<file path="config.mk">
export PLATFORM = sky130hd
export DESIGN_NAME = psb_unit
export DESIGN_NICKNAME = d
export VERILOG_FILES = /design/src/hdl/psb_pkg.sv /design/src/hdl/psb_unit.sv /design/src/hdl/psb_bit_sel.sv /design/src/hdl/psb_stack_mem.sv
export SDC_FILE = /design/constraint.sdc
export NUM_CORES = 1
export LEC_CHECK = 0
export ABC_AREA = 1
export CORE_ASPECT_RATIO = 1.2
export CORE_MARGIN = 2
export CORE_UTILIZATION = 69
export CTS_CLUSTER_DIAMETER = 80
export DETAILED_ROUTE_END_ITERATION = 6
export DONT_BUFFER_PORTS = 1
export GPL_TIMING_DRIVEN = 1
export PLACE_DENSITY_LB_ADDON = 0.3
export SYNTH_ARGS = -nofsm -noshare
export SYNTH_HDL_FRONTEND = slang
export SYNTH_SLANG_ARGS = --single-unit
</file>
<file path="constraint.sdc">
create_clock -name clk -period 7.3 [get_ports clk]
set_input_delay 1.46 -clock clk [delete_from_list [all_inputs] [get_ports clk]]
set_output_delay 1.46 -clock clk [all_outputs]
set_load 0.01 [all_outputs]
</file>
<file path="src/hdl/psb_pkg.sv">
// constants and command codes of the stack and bit test unit
package psb_pkg;
  localparam int unsigned WORD_W      = 32;
  localparam int unsigned BIT_IDX_W   = 5;
  localparam int unsigned STACK_DEPTH = 16;
  localparam int unsigned LOGIC_POS   = 7;
  localparam int unsigned SRC_B       = 8;
  localparam int unsigned SRC_W       = 16;

  typedef enum logic [3:0] {
    PSB_CMD_NONE        = 4'h0,
    PSB_CMD_BIT_TEST    = 4'h1,
    PSB_CMD_BIT_SET     = 4'h2,
    PSB_CMD_BIT_CLEAR   = 4'h3,
    PSB_CMD_PUSH_LOGIC  = 4'h4,
    PSB_CMD_PUSH_WORD   = 4'h5,
    PSB_CMD_PUSH_LACC   = 4'h6,
    PSB_CMD_PUSH_WACC   = 4'h7,
    PSB_CMD_PULL_LOGIC  = 4'h8,
    PSB_CMD_PULL_WORD   = 4'h9,
    PSB_CMD_PULL_LACC   = 4'ha,
    PSB_CMD_PULL_WACC   = 4'hb,
    PSB_CMD_LOAD_WACC   = 4'hc,
    PSB_CMD_LOAD_LACC   = 4'hd
  } psb_cmd_t;

  // operand width for word-level push
  typedef enum logic [1:0] {
    PSB_SZ_BYTE  = 2'h0,
    PSB_SZ_WORD  = 2'h1,
    PSB_SZ_DWORD = 2'h2
  } psb_size_t;

  typedef enum logic [0:0] {
    PSB_ST_IDLE = 1'h0,
    PSB_ST_DONE = 1'h1
  } psb_state_t;
endpackage : psb_pkg

</file>
<file path="src/hdl/psb_unit.sv">
// stack and bit test execution unit of the plc sequencer datapath
`timescale 1ns/10ps
module psb_unit #(
  parameter int unsigned DEPTH = psb_pkg::STACK_DEPTH
) (
  // clock and reset
  input  wire logic                         clk,
  input  wire logic                         reset_n,
  // command from sequencer
  input  wire logic                         cmdValid,
  input  wire psb_pkg::psb_cmd_t            cmdCode,
  input  wire logic                         useImmediate,
  input  wire logic [psb_pkg::WORD_W-1:0]   immValue,
  input  wire logic [psb_pkg::WORD_W-1:0]   operandValue,
  input  wire psb_pkg::psb_size_t           operandSize,
  input  wire logic                         operandBit,
  // accumulators
  output logic [psb_pkg::WORD_W-1:0]        wordAcc,
  output logic                              logicAcc,
  // pull results to operand storage
  output logic                              pullValid,
  output logic                              pullIsBit,
  output logic                              pullBit,
  output logic [psb_pkg::WORD_W-1:0]        pullWord,
  // completion and errors
  output logic                              cmdDone,
  output logic                              overflowErr,
  output logic                              emptyErr,
  output logic [$clog2(DEPTH+1)-1:0]        stackLevel
);
  localparam int unsigned PTR_W = $clog2(DEPTH + 1);
  localparam int unsigned IDX_W = $clog2(DEPTH);
  localparam logic [PTR_W-1:0] PTR_ZERO = '0;
  localparam logic [PTR_W-1:0] PTR_ONE  = PTR_W'(1);
  localparam logic [PTR_W-1:0] PTR_FULL = PTR_W'(DEPTH);

  typedef struct packed {
    psb_pkg::psb_state_t        state;
    logic [psb_pkg::WORD_W-1:0] wordAcc;
    logic                       logicAcc;
    logic [PTR_W-1:0]           ptr;
    logic                       pullValid;
    logic                       pullIsBit;
    logic                       pullBit;
    logic [psb_pkg::WORD_W-1:0] pullWord;
    logic                       done;
    logic                       overflowErr;
    logic                       emptyErr;
  } psb_unit_t;

  psb_unit_t s_q;
  psb_unit_t s_d;

  // sign extension of narrow operands from their top bit
  function automatic logic [psb_pkg::WORD_W-1:0] sign_extend(
    input logic [psb_pkg::WORD_W-1:0] v,
    input psb_pkg::psb_size_t         sz
  );
    logic [psb_pkg::WORD_W-1:0] r;
    r = v;
    case (sz)
      psb_pkg::PSB_SZ_BYTE: begin
        r = {{(psb_pkg::WORD_W-psb_pkg::SRC_B){v[psb_pkg::SRC_B-1]}},
             v[psb_pkg::SRC_B-1:0]};
      end
      psb_pkg::PSB_SZ_WORD: begin
        r = {{(psb_pkg::WORD_W-psb_pkg::SRC_W){v[psb_pkg::SRC_W-1]}},
             v[psb_pkg::SRC_W-1:0]};
      end
      default: begin
        r = v;
      end
    endcase
    return r;
  endfunction : sign_extend

  // single-bit values sit at bit 7, the rest of the word zero
  function automatic logic [psb_pkg::WORD_W-1:0] bit_entry(input logic b);
    logic [psb_pkg::WORD_W-1:0] r;
    r = '0;
    r[psb_pkg::LOGIC_POS] = b;
    return r;
  endfunction : bit_entry

  logic [psb_pkg::WORD_W-1:0] bitIndex;
  logic                       bitTested;
  logic [psb_pkg::WORD_W-1:0] bitSetWord;
  logic [psb_pkg::WORD_W-1:0] bitClearWord;
  logic                       memWrEn;
  logic [IDX_W-1:0]           memWrIdx;
  logic [psb_pkg::WORD_W-1:0] memWrData;
  logic [IDX_W-1:0]           memRdIdx;
  logic [psb_pkg::WORD_W-1:0] memRdData;
  logic                       isPush;
  logic                       isPull;
  logic                       stackFull;
  logic                       stackEmpty;

  assign bitIndex = useImmediate ? immValue : operandValue;

  psb_bit_sel #(
    .WIDTH     (psb_pkg::WORD_W)
  ) u_bit_sel (
    .word      (s_q.wordAcc),
    .index     (bitIndex),
    .tested    (bitTested),
    .setWord   (bitSetWord),
    .clearWord (bitClearWord)
  );

  psb_stack_mem #(
    .WIDTH   (psb_pkg::WORD_W),
    .DEPTH   (DEPTH)
  ) u_stack_mem (
    .clk     (clk),
    .reset_n (reset_n),
    .wrEn    (memWrEn),
    .wrIdx   (memWrIdx),
    .wrData  (memWrData),
    .rdIdx   (memRdIdx),
    .rdData  (memRdData)
  );

  assign stackFull  = (s_q.ptr == PTR_FULL);
  assign stackEmpty = (s_q.ptr == PTR_ZERO);
  assign memWrIdx   = s_q.ptr[IDX_W-1:0];
  // top entry sits one below the pointer
  assign memRdIdx   = IDX_W'(s_q.ptr - PTR_ONE);

  always_comb begin
    isPush = 1'b0;
    isPull = 1'b0;
    memWrData = '0;
    case (cmdCode)
      psb_pkg::PSB_CMD_PUSH_LOGIC: begin
        isPush    = 1'b1;
        memWrData = bit_entry(operandBit);
      end
      psb_pkg::PSB_CMD_PUSH_LACC: begin
        isPush    = 1'b1;
        memWrData = bit_entry(s_q.logicAcc);
      end
      psb_pkg::PSB_CMD_PUSH_WORD: begin
        isPush    = 1'b1;
        memWrData = sign_extend(useImmediate ? immValue : operandValue,
                                operandSize);
      end
      psb_pkg::PSB_CMD_PUSH_WACC: begin
        isPush    = 1'b1;
        memWrData = s_q.wordAcc;
      end
      psb_pkg::PSB_CMD_PULL_LOGIC,
      psb_pkg::PSB_CMD_PULL_WORD,
      psb_pkg::PSB_CMD_PULL_LACC,
      psb_pkg::PSB_CMD_PULL_WACC: begin
        isPull = 1'b1;
      end
      default: begin
        isPush = 1'b0;
      end
    endcase
  end

  // a refused push writes nothing, so the top entry is kept
  assign memWrEn = (s_q.state == psb_pkg::PSB_ST_IDLE) && cmdValid && isPush
                   && !stackFull;

  always_comb begin
    s_d = s_q;
    s_d.done      = 1'b0;
    s_d.pullValid = 1'b0;
    case (s_q.state)
      psb_pkg::PSB_ST_IDLE: begin
        if (cmdValid) begin
          s_d.state       = psb_pkg::PSB_ST_DONE;
          s_d.done        = 1'b1;
          s_d.overflowErr = 1'b0;
          s_d.emptyErr    = 1'b0;
          // shared push/pull path; every entry is a full word, only the data source or destination differs
          if (isPush) begin
            if (stackFull) begin
              s_d.overflowErr = 1'b1;
            end else begin
              s_d.ptr = PTR_W'(s_q.ptr + PTR_ONE);
            end
          end else if (isPull) begin
            if (stackEmpty) begin
              s_d.emptyErr = 1'b1;
            end else begin
              s_d.ptr = PTR_W'(s_q.ptr - PTR_ONE);
              case (cmdCode)
                psb_pkg::PSB_CMD_PULL_LOGIC: begin
                  s_d.pullValid = 1'b1;
                  s_d.pullIsBit = 1'b1;
                  s_d.pullBit   = memRdData[psb_pkg::LOGIC_POS];
                end
                psb_pkg::PSB_CMD_PULL_WORD: begin
                  s_d.pullValid = 1'b1;
                  s_d.pullIsBit = 1'b0;
                  s_d.pullWord  = memRdData;
                end
                psb_pkg::PSB_CMD_PULL_LACC: begin
                  s_d.logicAcc = memRdData[psb_pkg::LOGIC_POS];
                end
                default: begin
                  s_d.wordAcc = memRdData;
                end
              endcase
            end
          end else begin
            case (cmdCode)
              psb_pkg::PSB_CMD_BIT_TEST: begin
                s_d.logicAcc = bitTested;
              end
              psb_pkg::PSB_CMD_BIT_SET: begin
                s_d.wordAcc = bitSetWord;
              end
              psb_pkg::PSB_CMD_BIT_CLEAR: begin
                s_d.wordAcc = bitClearWord;
              end
              psb_pkg::PSB_CMD_LOAD_WACC: begin
                s_d.wordAcc = operandValue;
              end
              psb_pkg::PSB_CMD_LOAD_LACC: begin
                s_d.logicAcc = operandBit;
              end
              default: begin
                s_d.done = 1'b1;
              end
            endcase
          end
        end
      end
      psb_pkg::PSB_ST_DONE: begin
        // one idle cycle between commands keeps the read port stable
        s_d.state = psb_pkg::PSB_ST_IDLE;
      end
      default: begin
        s_d.state = psb_pkg::PSB_ST_IDLE;
      end
    endcase
  end

  always_ff @(posedge clk) begin
    if (!reset_n) begin
      s_q       <= '0;
      s_q.state <= psb_pkg::PSB_ST_IDLE;
    end else begin
      s_q <= s_d;
    end
  end

  assign wordAcc     = s_q.wordAcc;
  assign logicAcc    = s_q.logicAcc;
  assign pullValid   = s_q.pullValid;
  assign pullIsBit   = s_q.pullIsBit;
  assign pullBit     = s_q.pullBit;
  assign pullWord    = s_q.pullWord;
  assign cmdDone     = s_q.done;
  assign overflowErr = s_q.overflowErr;
  assign emptyErr    = s_q.emptyErr;
  assign stackLevel  = s_q.ptr;
endmodule : psb_unit

</file>
<file path="src/hdl/psb_bit_sel.sv">
// bit index reduction and single-bit select/modify of a word
`timescale 1ns/10ps
module psb_bit_sel #(
  parameter int unsigned WIDTH = psb_pkg::WORD_W
) (
  // operand
  input  wire logic [WIDTH-1:0]                  word,
  input  wire logic [psb_pkg::WORD_W-1:0]        index,
  // results
  output logic                                   tested,
  output logic [WIDTH-1:0]                       setWord,
  output logic [WIDTH-1:0]                       clearWord
);
  logic [psb_pkg::BIT_IDX_W-1:0] pos;

  // low five bits are the index modulo 32
  always_comb begin
    pos       = index[psb_pkg::BIT_IDX_W-1:0];
    tested    = word[pos];
    setWord   = word;
    setWord[pos] = 1'b1;
    clearWord = word;
    clearWord[pos] = 1'b0;
  end
endmodule : psb_bit_sel

</file>
<file path="src/hdl/psb_stack_mem.sv">
// lifo storage of full-word stack entries
`timescale 1ns/10ps
module psb_stack_mem #(
  parameter int unsigned WIDTH = psb_pkg::WORD_W,
  parameter int unsigned DEPTH = psb_pkg::STACK_DEPTH
) (
  // clock and reset
  input  wire logic                     clk,
  input  wire logic                     reset_n,
  // write port
  input  wire logic                     wrEn,
  input  wire logic [$clog2(DEPTH)-1:0] wrIdx,
  input  wire logic [WIDTH-1:0]         wrData,
  // read port
  input  wire logic [$clog2(DEPTH)-1:0] rdIdx,
  output logic [WIDTH-1:0]              rdData
);
  typedef struct packed {
    logic [DEPTH-1:0][WIDTH-1:0] mem;
  } psb_mem_t;

  psb_mem_t s_q;
  psb_mem_t s_d;

  always_comb begin
    s_d = s_q;
    if (wrEn) begin
      s_d.mem[wrIdx] = wrData;
    end
  end

  // contents cleared as well, though the pointer alone defines what is valid
  always_ff @(posedge clk) begin
    if (!reset_n) begin
      s_q <= '0;
    end else begin
      s_q <= s_d;
    end
  end

  assign rdData = s_q.mem[rdIdx];
endmodule : psb_stack_mem

</file>
==> results.txt, run 1 <==
post-synthesis adder-cell area fraction -> 0.2096%
Hold Crit Class -> flop to flop
Antenna diodes -> 0
post-CTS setup buffer count -> 0
mean number of vias per cell -> 6.096
fill cell count -> 3,605
die width -> 193.9 um
Post-route DRC -> 0
Die Area -> 44,940 sq um
hold_buf cts -> 0
fraction of layout instances using a drive strength above 1 -> 5.751%
synth warn -> 0
Worst-Margin Slew -> 1327 ps
post-synthesis simple-gate area fraction -> 13.61%
clock latency on the worst-skew pair -> 610 ps
largest stage delay on the critical path -> 1010 ps
reg2reg start -> stackLevel[0]$_SDFFE_PN0P_
Crit. End Element -> flop
Die Height -> 231.8 um
CTS Buf Count -> 55
startpoint types -> flop
GRT Max-Usage Layer -> met2
Final Max Tran Viols -> 0
DR iter-0 viols -> 3,510
H-tree depth -> 2
post-route ant nets -> 0
WS Path Type -> flop to flop
sequential area share after synthesis -> 39.51%
power per cell area -> 233.6 nW/um^2
clk_skew -> 23.74 ps
HPWL Detailed -> 52,500 um
starting density of the core -> 69.75%
initial antenna violation count -> 0
final hold viol count -> 0
Worst path top cell family by delay -> buffers and inverters
status -> complete, no violations
top cell type's share of synthesized area -> 39.51%
CTS resizes -> 0
slowest CP cell -> dfxtp_4
Area Growth Syn to Fin -> 3.350%
RD Place Congestion -> 0.9942
asr flop ratio synth -> 0%
I/O Buffers -> 0
drt wl/cell -> 19.45 um
Syn Nets -> 4,470
Worst R2R End -> wordAcc[21]$_SDFFE_PN0P_
Synth Area in Compound Gates -> 30.16%
Reg clk slew, reported paths -> 60 ps
fmax -> 0.2187 GHz
crit path time final -> 4573 ps
ranking of synthesized cells by area -> dfxtp_1 40%, a21oi_1 10%, o21ai_0 10%
number of global-route vias before repair -> 26,022
total power -> 7.206 mW
most frequent CP cell -> a21oi_1
first-pass GRT wire length -> 141,500 um
pin count of the biggest net entering global routing -> 324
GRT met1 Usage -> 49.69%
mux contribution to synthesized area -> 0%
cell depth of the worst hold path -> 2
required time of the worst setup path -> 7780 ps
# IOs -> 151
worst reg-to-reg setup slack -> 2730 ps
standard-cell rows -> 83
vias -> 28,488
Slew Limit Headroom -> 11.52%
cell area after synthesis -> 29,840 sq um
Worst EP arrival -> 5060 ps
DRT Pass-1 Iters -> 7
TritonCTS clock tree -> yes
cell taking the most area after synthesis -> dfxtp_1
Cell variety after synth -> 45
grt ovf -> 0
Worst Path Buf+Inv -> 3
Lkg Pwr -> 14.41 nW
CTS sink count -> 589
Syn Inst Count -> 4,390
RSZ-0062 raised after global routing -> no
EDFF count, synth -> 0
met3 usage -> 7.959%
final setup TNS -> 0 ps
Final setup viols -> 0
worst-path cell chain -> inv_4, ha_4, inv_2, buf_4, a21oi_1, o21ai_0, nand3_1, nand3_1, nand2_1, a21oi_1, a21oi_1
worst vdd rail ir drop -> 0.0001785 V
Mapped Avg Cell Area -> 6.798 sq um
Tot GR Track Use -> 39.19%
Core ar. -> 42,790 sq um
met2 Use GR -> 63.48%
worst-path maximum fanout -> 96
final WL -> 90,900 um
Clock Path Buffers -> 3
Total Nets Final -> 4,158
Endpoint, Worst Hold -> u_stack_mem.s_q[391]$_SDFFE_PN0P_
MaxCap Viol Count -> 0
Primary FF master, synth -> dfxtp_1
Seq cells post-synth -> 589
period utilization -> 62.65%
clock root buffer -> clkbuf_16
hold path startpoint -> u_stack_mem.s_q[391]$_SDFFE_PN0P_
R2R cell count -> 11
Post-Synth XOR/XNOR Area -> 0.1174%
largest family of logic cells by synthesized area -> compound AO/OA/AOI/OAI gates
## cell type report
cell class,count,area (sq um),area share [%]
Sequential cell,589,11800,38.24
Clock buffer,77,1610,5.221
Multi-Input combinational cell,2624,13240,42.92
Clock inverter,23,315.3,1.022
Timing Repair Buffer,39,292.8,0.9493
Inverter,769,2900,9.403
Tap cell,552,690.7,2.239
## through the flow
stage	cell area [sq um]	worst slack, ps	util [%]	std cells	hold slack, ps
after global routing	30840	2492	72.09	4673	460.7
after floorplan	29840	4347	-	4390	429.2
after global placement	28920	3045	67.59	4573	436.2
after CTS	30840	2877	72.09	4673	450.5
after detailed placement	28920	2940	67.59	4573	441.3
final	30840	2727	72.09	4673	452.7
## routing by layer
layer | vias up | wire, um
li1 | 13552 | -
met1 | 12900 | 34800
met2 | 1688 | 40810
met3 | 348 | 10650
met4 | 0 | 4639
met5 | - | 0
## where the power goes
group          switching [mW]  internal [mW]  total (mW)
logic                   0.632          0.228       0.860
clock network            1.26           1.78        3.05
registers              0.0519           3.25        3.30
total                    1.95           5.26        7.21
## synthesized netlist by cell type (2+ instances only)
cell	n
o21ai_2	21
nor3_1	5
buf_2	67
o21ai_1	142
o21bai_1	16
dfxtp_1	589
clkinv_1	2
o21ai_0	618
buf_6	11
nand3_1	216
clkbuf_2	12
inv_1	738
xor2_1	3
o21a_1	95
clkbuf_1	195
nand2_1	466
a21oi_1	623
o22ai_1	15
nand2_2	11
nor2_1	231
buf_1	46
nor2_2	18
o211ai_1	110
ha_1	5
buf_4	77
inv_2	28
a31oi_1	3
a211oi_1	2
nor4_1	2
nor2_8	2
or2_2	2
nor2_4	5
a22oi_1	2
## worst max-delay path by stage
stage	startpoint	to	slack, ps	cells past startpoint
finish	stackLevel[0]$_SDFFE_PN0P_	wordAcc[21]$_SDFFE_PN0P_	2730	11
global route	stackLevel[0]$_SDFFE_PN0P_	pullWord[30]$_SDFFE_PN0P_	2490	11
CTS	stackLevel[0]$_SDFFE_PN0P_	wordAcc[21]$_SDFFE_PN0P_	2880	11
detailed placement	stackLevel[0]$_SDFFE_PN0P_	wordAcc[21]$_SDFFE_PN0P_	2940	11
global placement	stackLevel[0]$_SDFFE_PN0P_	wordAcc[21]$_SDFFE_PN0P_	3050	11
floorplan	useImmediate	u_stack_mem.s_q[165]$_SDFFE_PN0P_	4350	11
## registers in the layout, indices dropped and copies added, names as in the netlist
| name | flops |
|---|---|
| logicAcc | 1 |
| cmdDone | 1 |
| u_stack_mem.s_q | 512 |
| stackLevel | 5 |
| pullValid | 1 |
| pullWord | 32 |
| pullIsBit | 1 |
| wordAcc | 32 |
| emptyErr | 1 |
| s_q | 1 |
| pullBit | 1 |
| overflowErr | 1 |
## tightest hold or removal path: cells and delay by family, from the launching register on
kind	cells	cell delay (ps)
AO/OA/AOI/OAI	1	50
flip-flops	1	300
buffers and inverters	1	60
## cells by family after synthesis
family / after synthesis
compound gates: 1654
simple gates: 961
flops: 589
xor+xnor: 4
fa+ha+maj: 5
buf+inv: 1177
## placed cells by master, fill, tap and decap left out, types with 15 or more instances in the layout
cell	instances
inv_1	736
a21oi_1	623
o21ai_0	618
dfxtp_1	588
nand2_1	465
nor2_1	230
nand3_1	216
o21ai_1	140
o211ai_1	110
o21a_1	95
clkbuf_16	56
buf_4	39
inv_2	28
o21ai_2	23
nor2_2	16
o21bai_1	16
o22ai_1	15
Power figures use the tool's default switching activity.
==> inputs of run 2 (changes only) <==
Settings changed: CORE_UTILIZATION 69 to 58.
Clock period 7.3 ns to 3.7 ns, I/O delays scaled along.
==> run 2 against run 1 <==
Net effect:
- sequential power rose by 97%
- first-iteration DRC count fell by 4.2%
- fmax rose by 52%
- clock skew fell by 3.2 ps
- via count fell by 1.0%
- global-route usage fell by 4.6 points
- final area rose by 1.2%
- sequential share of layout area fell by 0.46 points
- critical path depth fell by 1
- critical endpoint is now wordAcc[13]$_SDFFE_PN0P_
- largest cell class unchanged
- largest power group unchanged
==> results.txt, run 2 (synthesis results as in run 1) <==
status -> complete, no violations
post-CTS setup buffer count -> 0 (unchanged)
DRT Pass-1 Iters -> 6 (-1)
fraction of layout instances using a drive strength above 1 -> 6.014% (+0.26 points)
RD Place Congestion -> 0.9805 (-1.4%)
pin count of the biggest net entering global routing -> 324 (unchanged)
final setup TNS -> 0 ps (unchanged)
fmax -> 0.3319 GHz (+52%)
Worst Path Buf+Inv -> 3 (unchanged)
clk_skew -> 20.53 ps (-3.211 ps)
Tot GR Track Use -> 34.58% (-4.6 points)
Worst path top cell family by delay -> buffers and inverters
Final setup viols -> 0 (unchanged)
Core ar. -> 51,120 sq um (+19%)
total power -> 14.11 mW (+96%)
startpoint types -> flop
vias -> 28,201 (-1.0%)
largest stage delay on the critical path -> 570 ps (-440 ps)
CTS resizes -> 0 (unchanged)
Area Growth Syn to Fin -> 4.603%
worst vdd rail ir drop -> 0.0003603 V (+100%)
# IOs -> 151 (unchanged)
die width -> 211.1 um (+8.9%)
Worst-Margin Slew -> 1245 ps (-81.94 ps)
final WL -> 94,990 um (+4.5%)
H-tree depth -> 2 (unchanged)
crit path time final -> 3013 ps (-1560 ps)
final hold viol count -> 0 (unchanged)
worst-path cell chain -> inv_1, ha_1, xnor2_2, inv_2, buf_4, nand3_1, nand3_1, nand2_1, a21oi_1, a21oi_1
final instance area -> 31,220 sq um (+1.2%)
Slew Limit Headroom -> 16.89% (+5.4 points)
DR iter-0 viols -> 3,364 (-4.2%)
Post-route DRC -> 0 (unchanged)
starting density of the core -> 58.38% (-11 points)
grt ovf -> 0 (unchanged)
period utilization -> 81.44% (+19 points)
CTS Buf Count -> 56 (+1.8%)
clock root buffer -> clkbuf_16
Die Height -> 252.5 um (+8.9%)
most frequent cells in the layout -> 736 x inv_1, 623 x a21oi_1, 618 x o21ai_0
drt wl/cell -> 19.82 um (+1.9%)
required time of the worst setup path -> 4180 ps (-3600 ps)
most common cell after layout, fill and taps aside -> inv_1
number of global-route vias before repair -> 25,594 (-1.6%)
Reg clk slew, reported paths -> 60 ps (about the same)
hold_buf cts -> 0 (unchanged)
Total Nets Final -> 4,184 (+0.63%)
worst reg-to-reg setup slack -> 690 ps (-2040 ps)
standard-cell rows -> 91 (+9.6%)
CTS sink count -> 589 (unchanged)
HPWL Detailed -> 56,270 um (+7.2%)
mean number of vias per cell -> 5.885 (-3.5%)
Largest register FFs -> 512 (unchanged)
WS Path Type -> flop to flop
Hold Crit Class -> primary input to flop
final worst slack -> 686.7 ps (-2040 ps)
worst-path maximum fanout -> 17 (-82%)
TritonCTS clock tree -> yes
Lkg Pwr -> 14.53 nW (+0.85%)
Clock Path Buffers -> 3 (unchanged)
Worst EP arrival -> 3500 ps (-1560 ps)
I/O Buffers -> 0 (unchanged)
RSZ-0062 raised after global routing -> no
Die Area -> 53,290 sq um (+19%)
MaxCap Viol Count -> 0 (unchanged)
first-pass GRT wire length -> 144,200 um (+1.9%)
Final Max Tran Viols -> 0 (unchanged)
Crit. End Element -> flop
initial antenna violation count -> 0 (unchanged)
clock latency on the worst-skew pair -> 620 ps (about the same)
Largest Register -> u_stack_mem.s_q
dpl ws -> 743.6 ps (-2196 ps)
power per cell area -> 451.9 nW/um^2 (+93%)
post-route ant nets -> 0 (unchanged)
Cell Area, Placed -> 29,400 sq um (+1.7%)
slowest CP cell -> dfxtp_1
==> run 2: cell types whose count changed in the layout (fill, tap and decap cells not counted) <==
| cell | delta |
|---|---|
| o21ai_1 | +2 |
| clkbuf_1 | +5 |
| clkinvlp_4 | -2 |
| o21ai_2 | -2 |
| buf_12 | +14 |
| bufinv_16 | -3 |
| clkinv_2 | -7 |
| diode_2 | +1 |
| buf_4 | +11 |
| clkbuf_8 | +1 |
==> run 2: path summary, 6_finish.rpt <==
| check | startpoint | end | cells after the start |
|---|---|---|---|
| hold / removal | cmdCode[1] | pullValid$_SDFF_PP0_ | 3 |
| hold reg to reg | u_stack_mem.s_q[451]$_SDFFE_PN0P_ | u_stack_mem.s_q[451]$_SDFFE_PN0P_ | 2 |
| setup reg to reg | stackLevel[1]$_SDFFE_PN0P_ | wordAcc[13]$_SDFFE_PN0P_ | 10 |
| setup / recovery | stackLevel[1]$_SDFFE_PN0P_ | wordAcc[13]$_SDFFE_PN0P_ | 10 |
==> run 2: cell type report <==
cell class | count | area, sq um
tap | 651 | 814.5
multi-input combinational | 2624 | 13230
antenna | 1 | 2.502
inverter | 769 | 2900
clock inverter | 11 | 175.2
sequential | 589 | 11800
timing repair buffer | 64 | 655.6
fill | 4798 | 19910
clock buffer | 83 | 1643
==> run 2: metal layers <==
metal / GRT usage, % / up-vias / share of wire (%)
li1: - / 13598 / -
met3: 7.107 / 293 / 10
met4: 15.35 / 0 / 4.5
met5: 0 / - / 0
met1: 42.95 / 12949 / 40
met2: 57.83 / 1361 / 46
==> run 2: metrics by stage <==
stage,hold slack (ps),util [%],cells
2_1_floorplan,429.2,-,4390
3_3_place_gp,439.0,57.50,4697
3_5_place_dp,443.7,57.50,4697
4_1_cts,295.8,61.06,4791
5_1_grt,301.4,61.06,4791
6_report,317.9,61.06,4792
==> run 2: report_power, final <==
| part | switching, mW | internal, mW |
|---|---|---|
| clock | 2.48 | 3.32 |
| combinational | 1.32 | 0.486 |
| sequential | 0.0854 | 6.41 |
==> run 2: worst min-delay path, stage by stage <==
cell,delay [ps]
nor3_2,40
inv_1,70
nor2_1,40
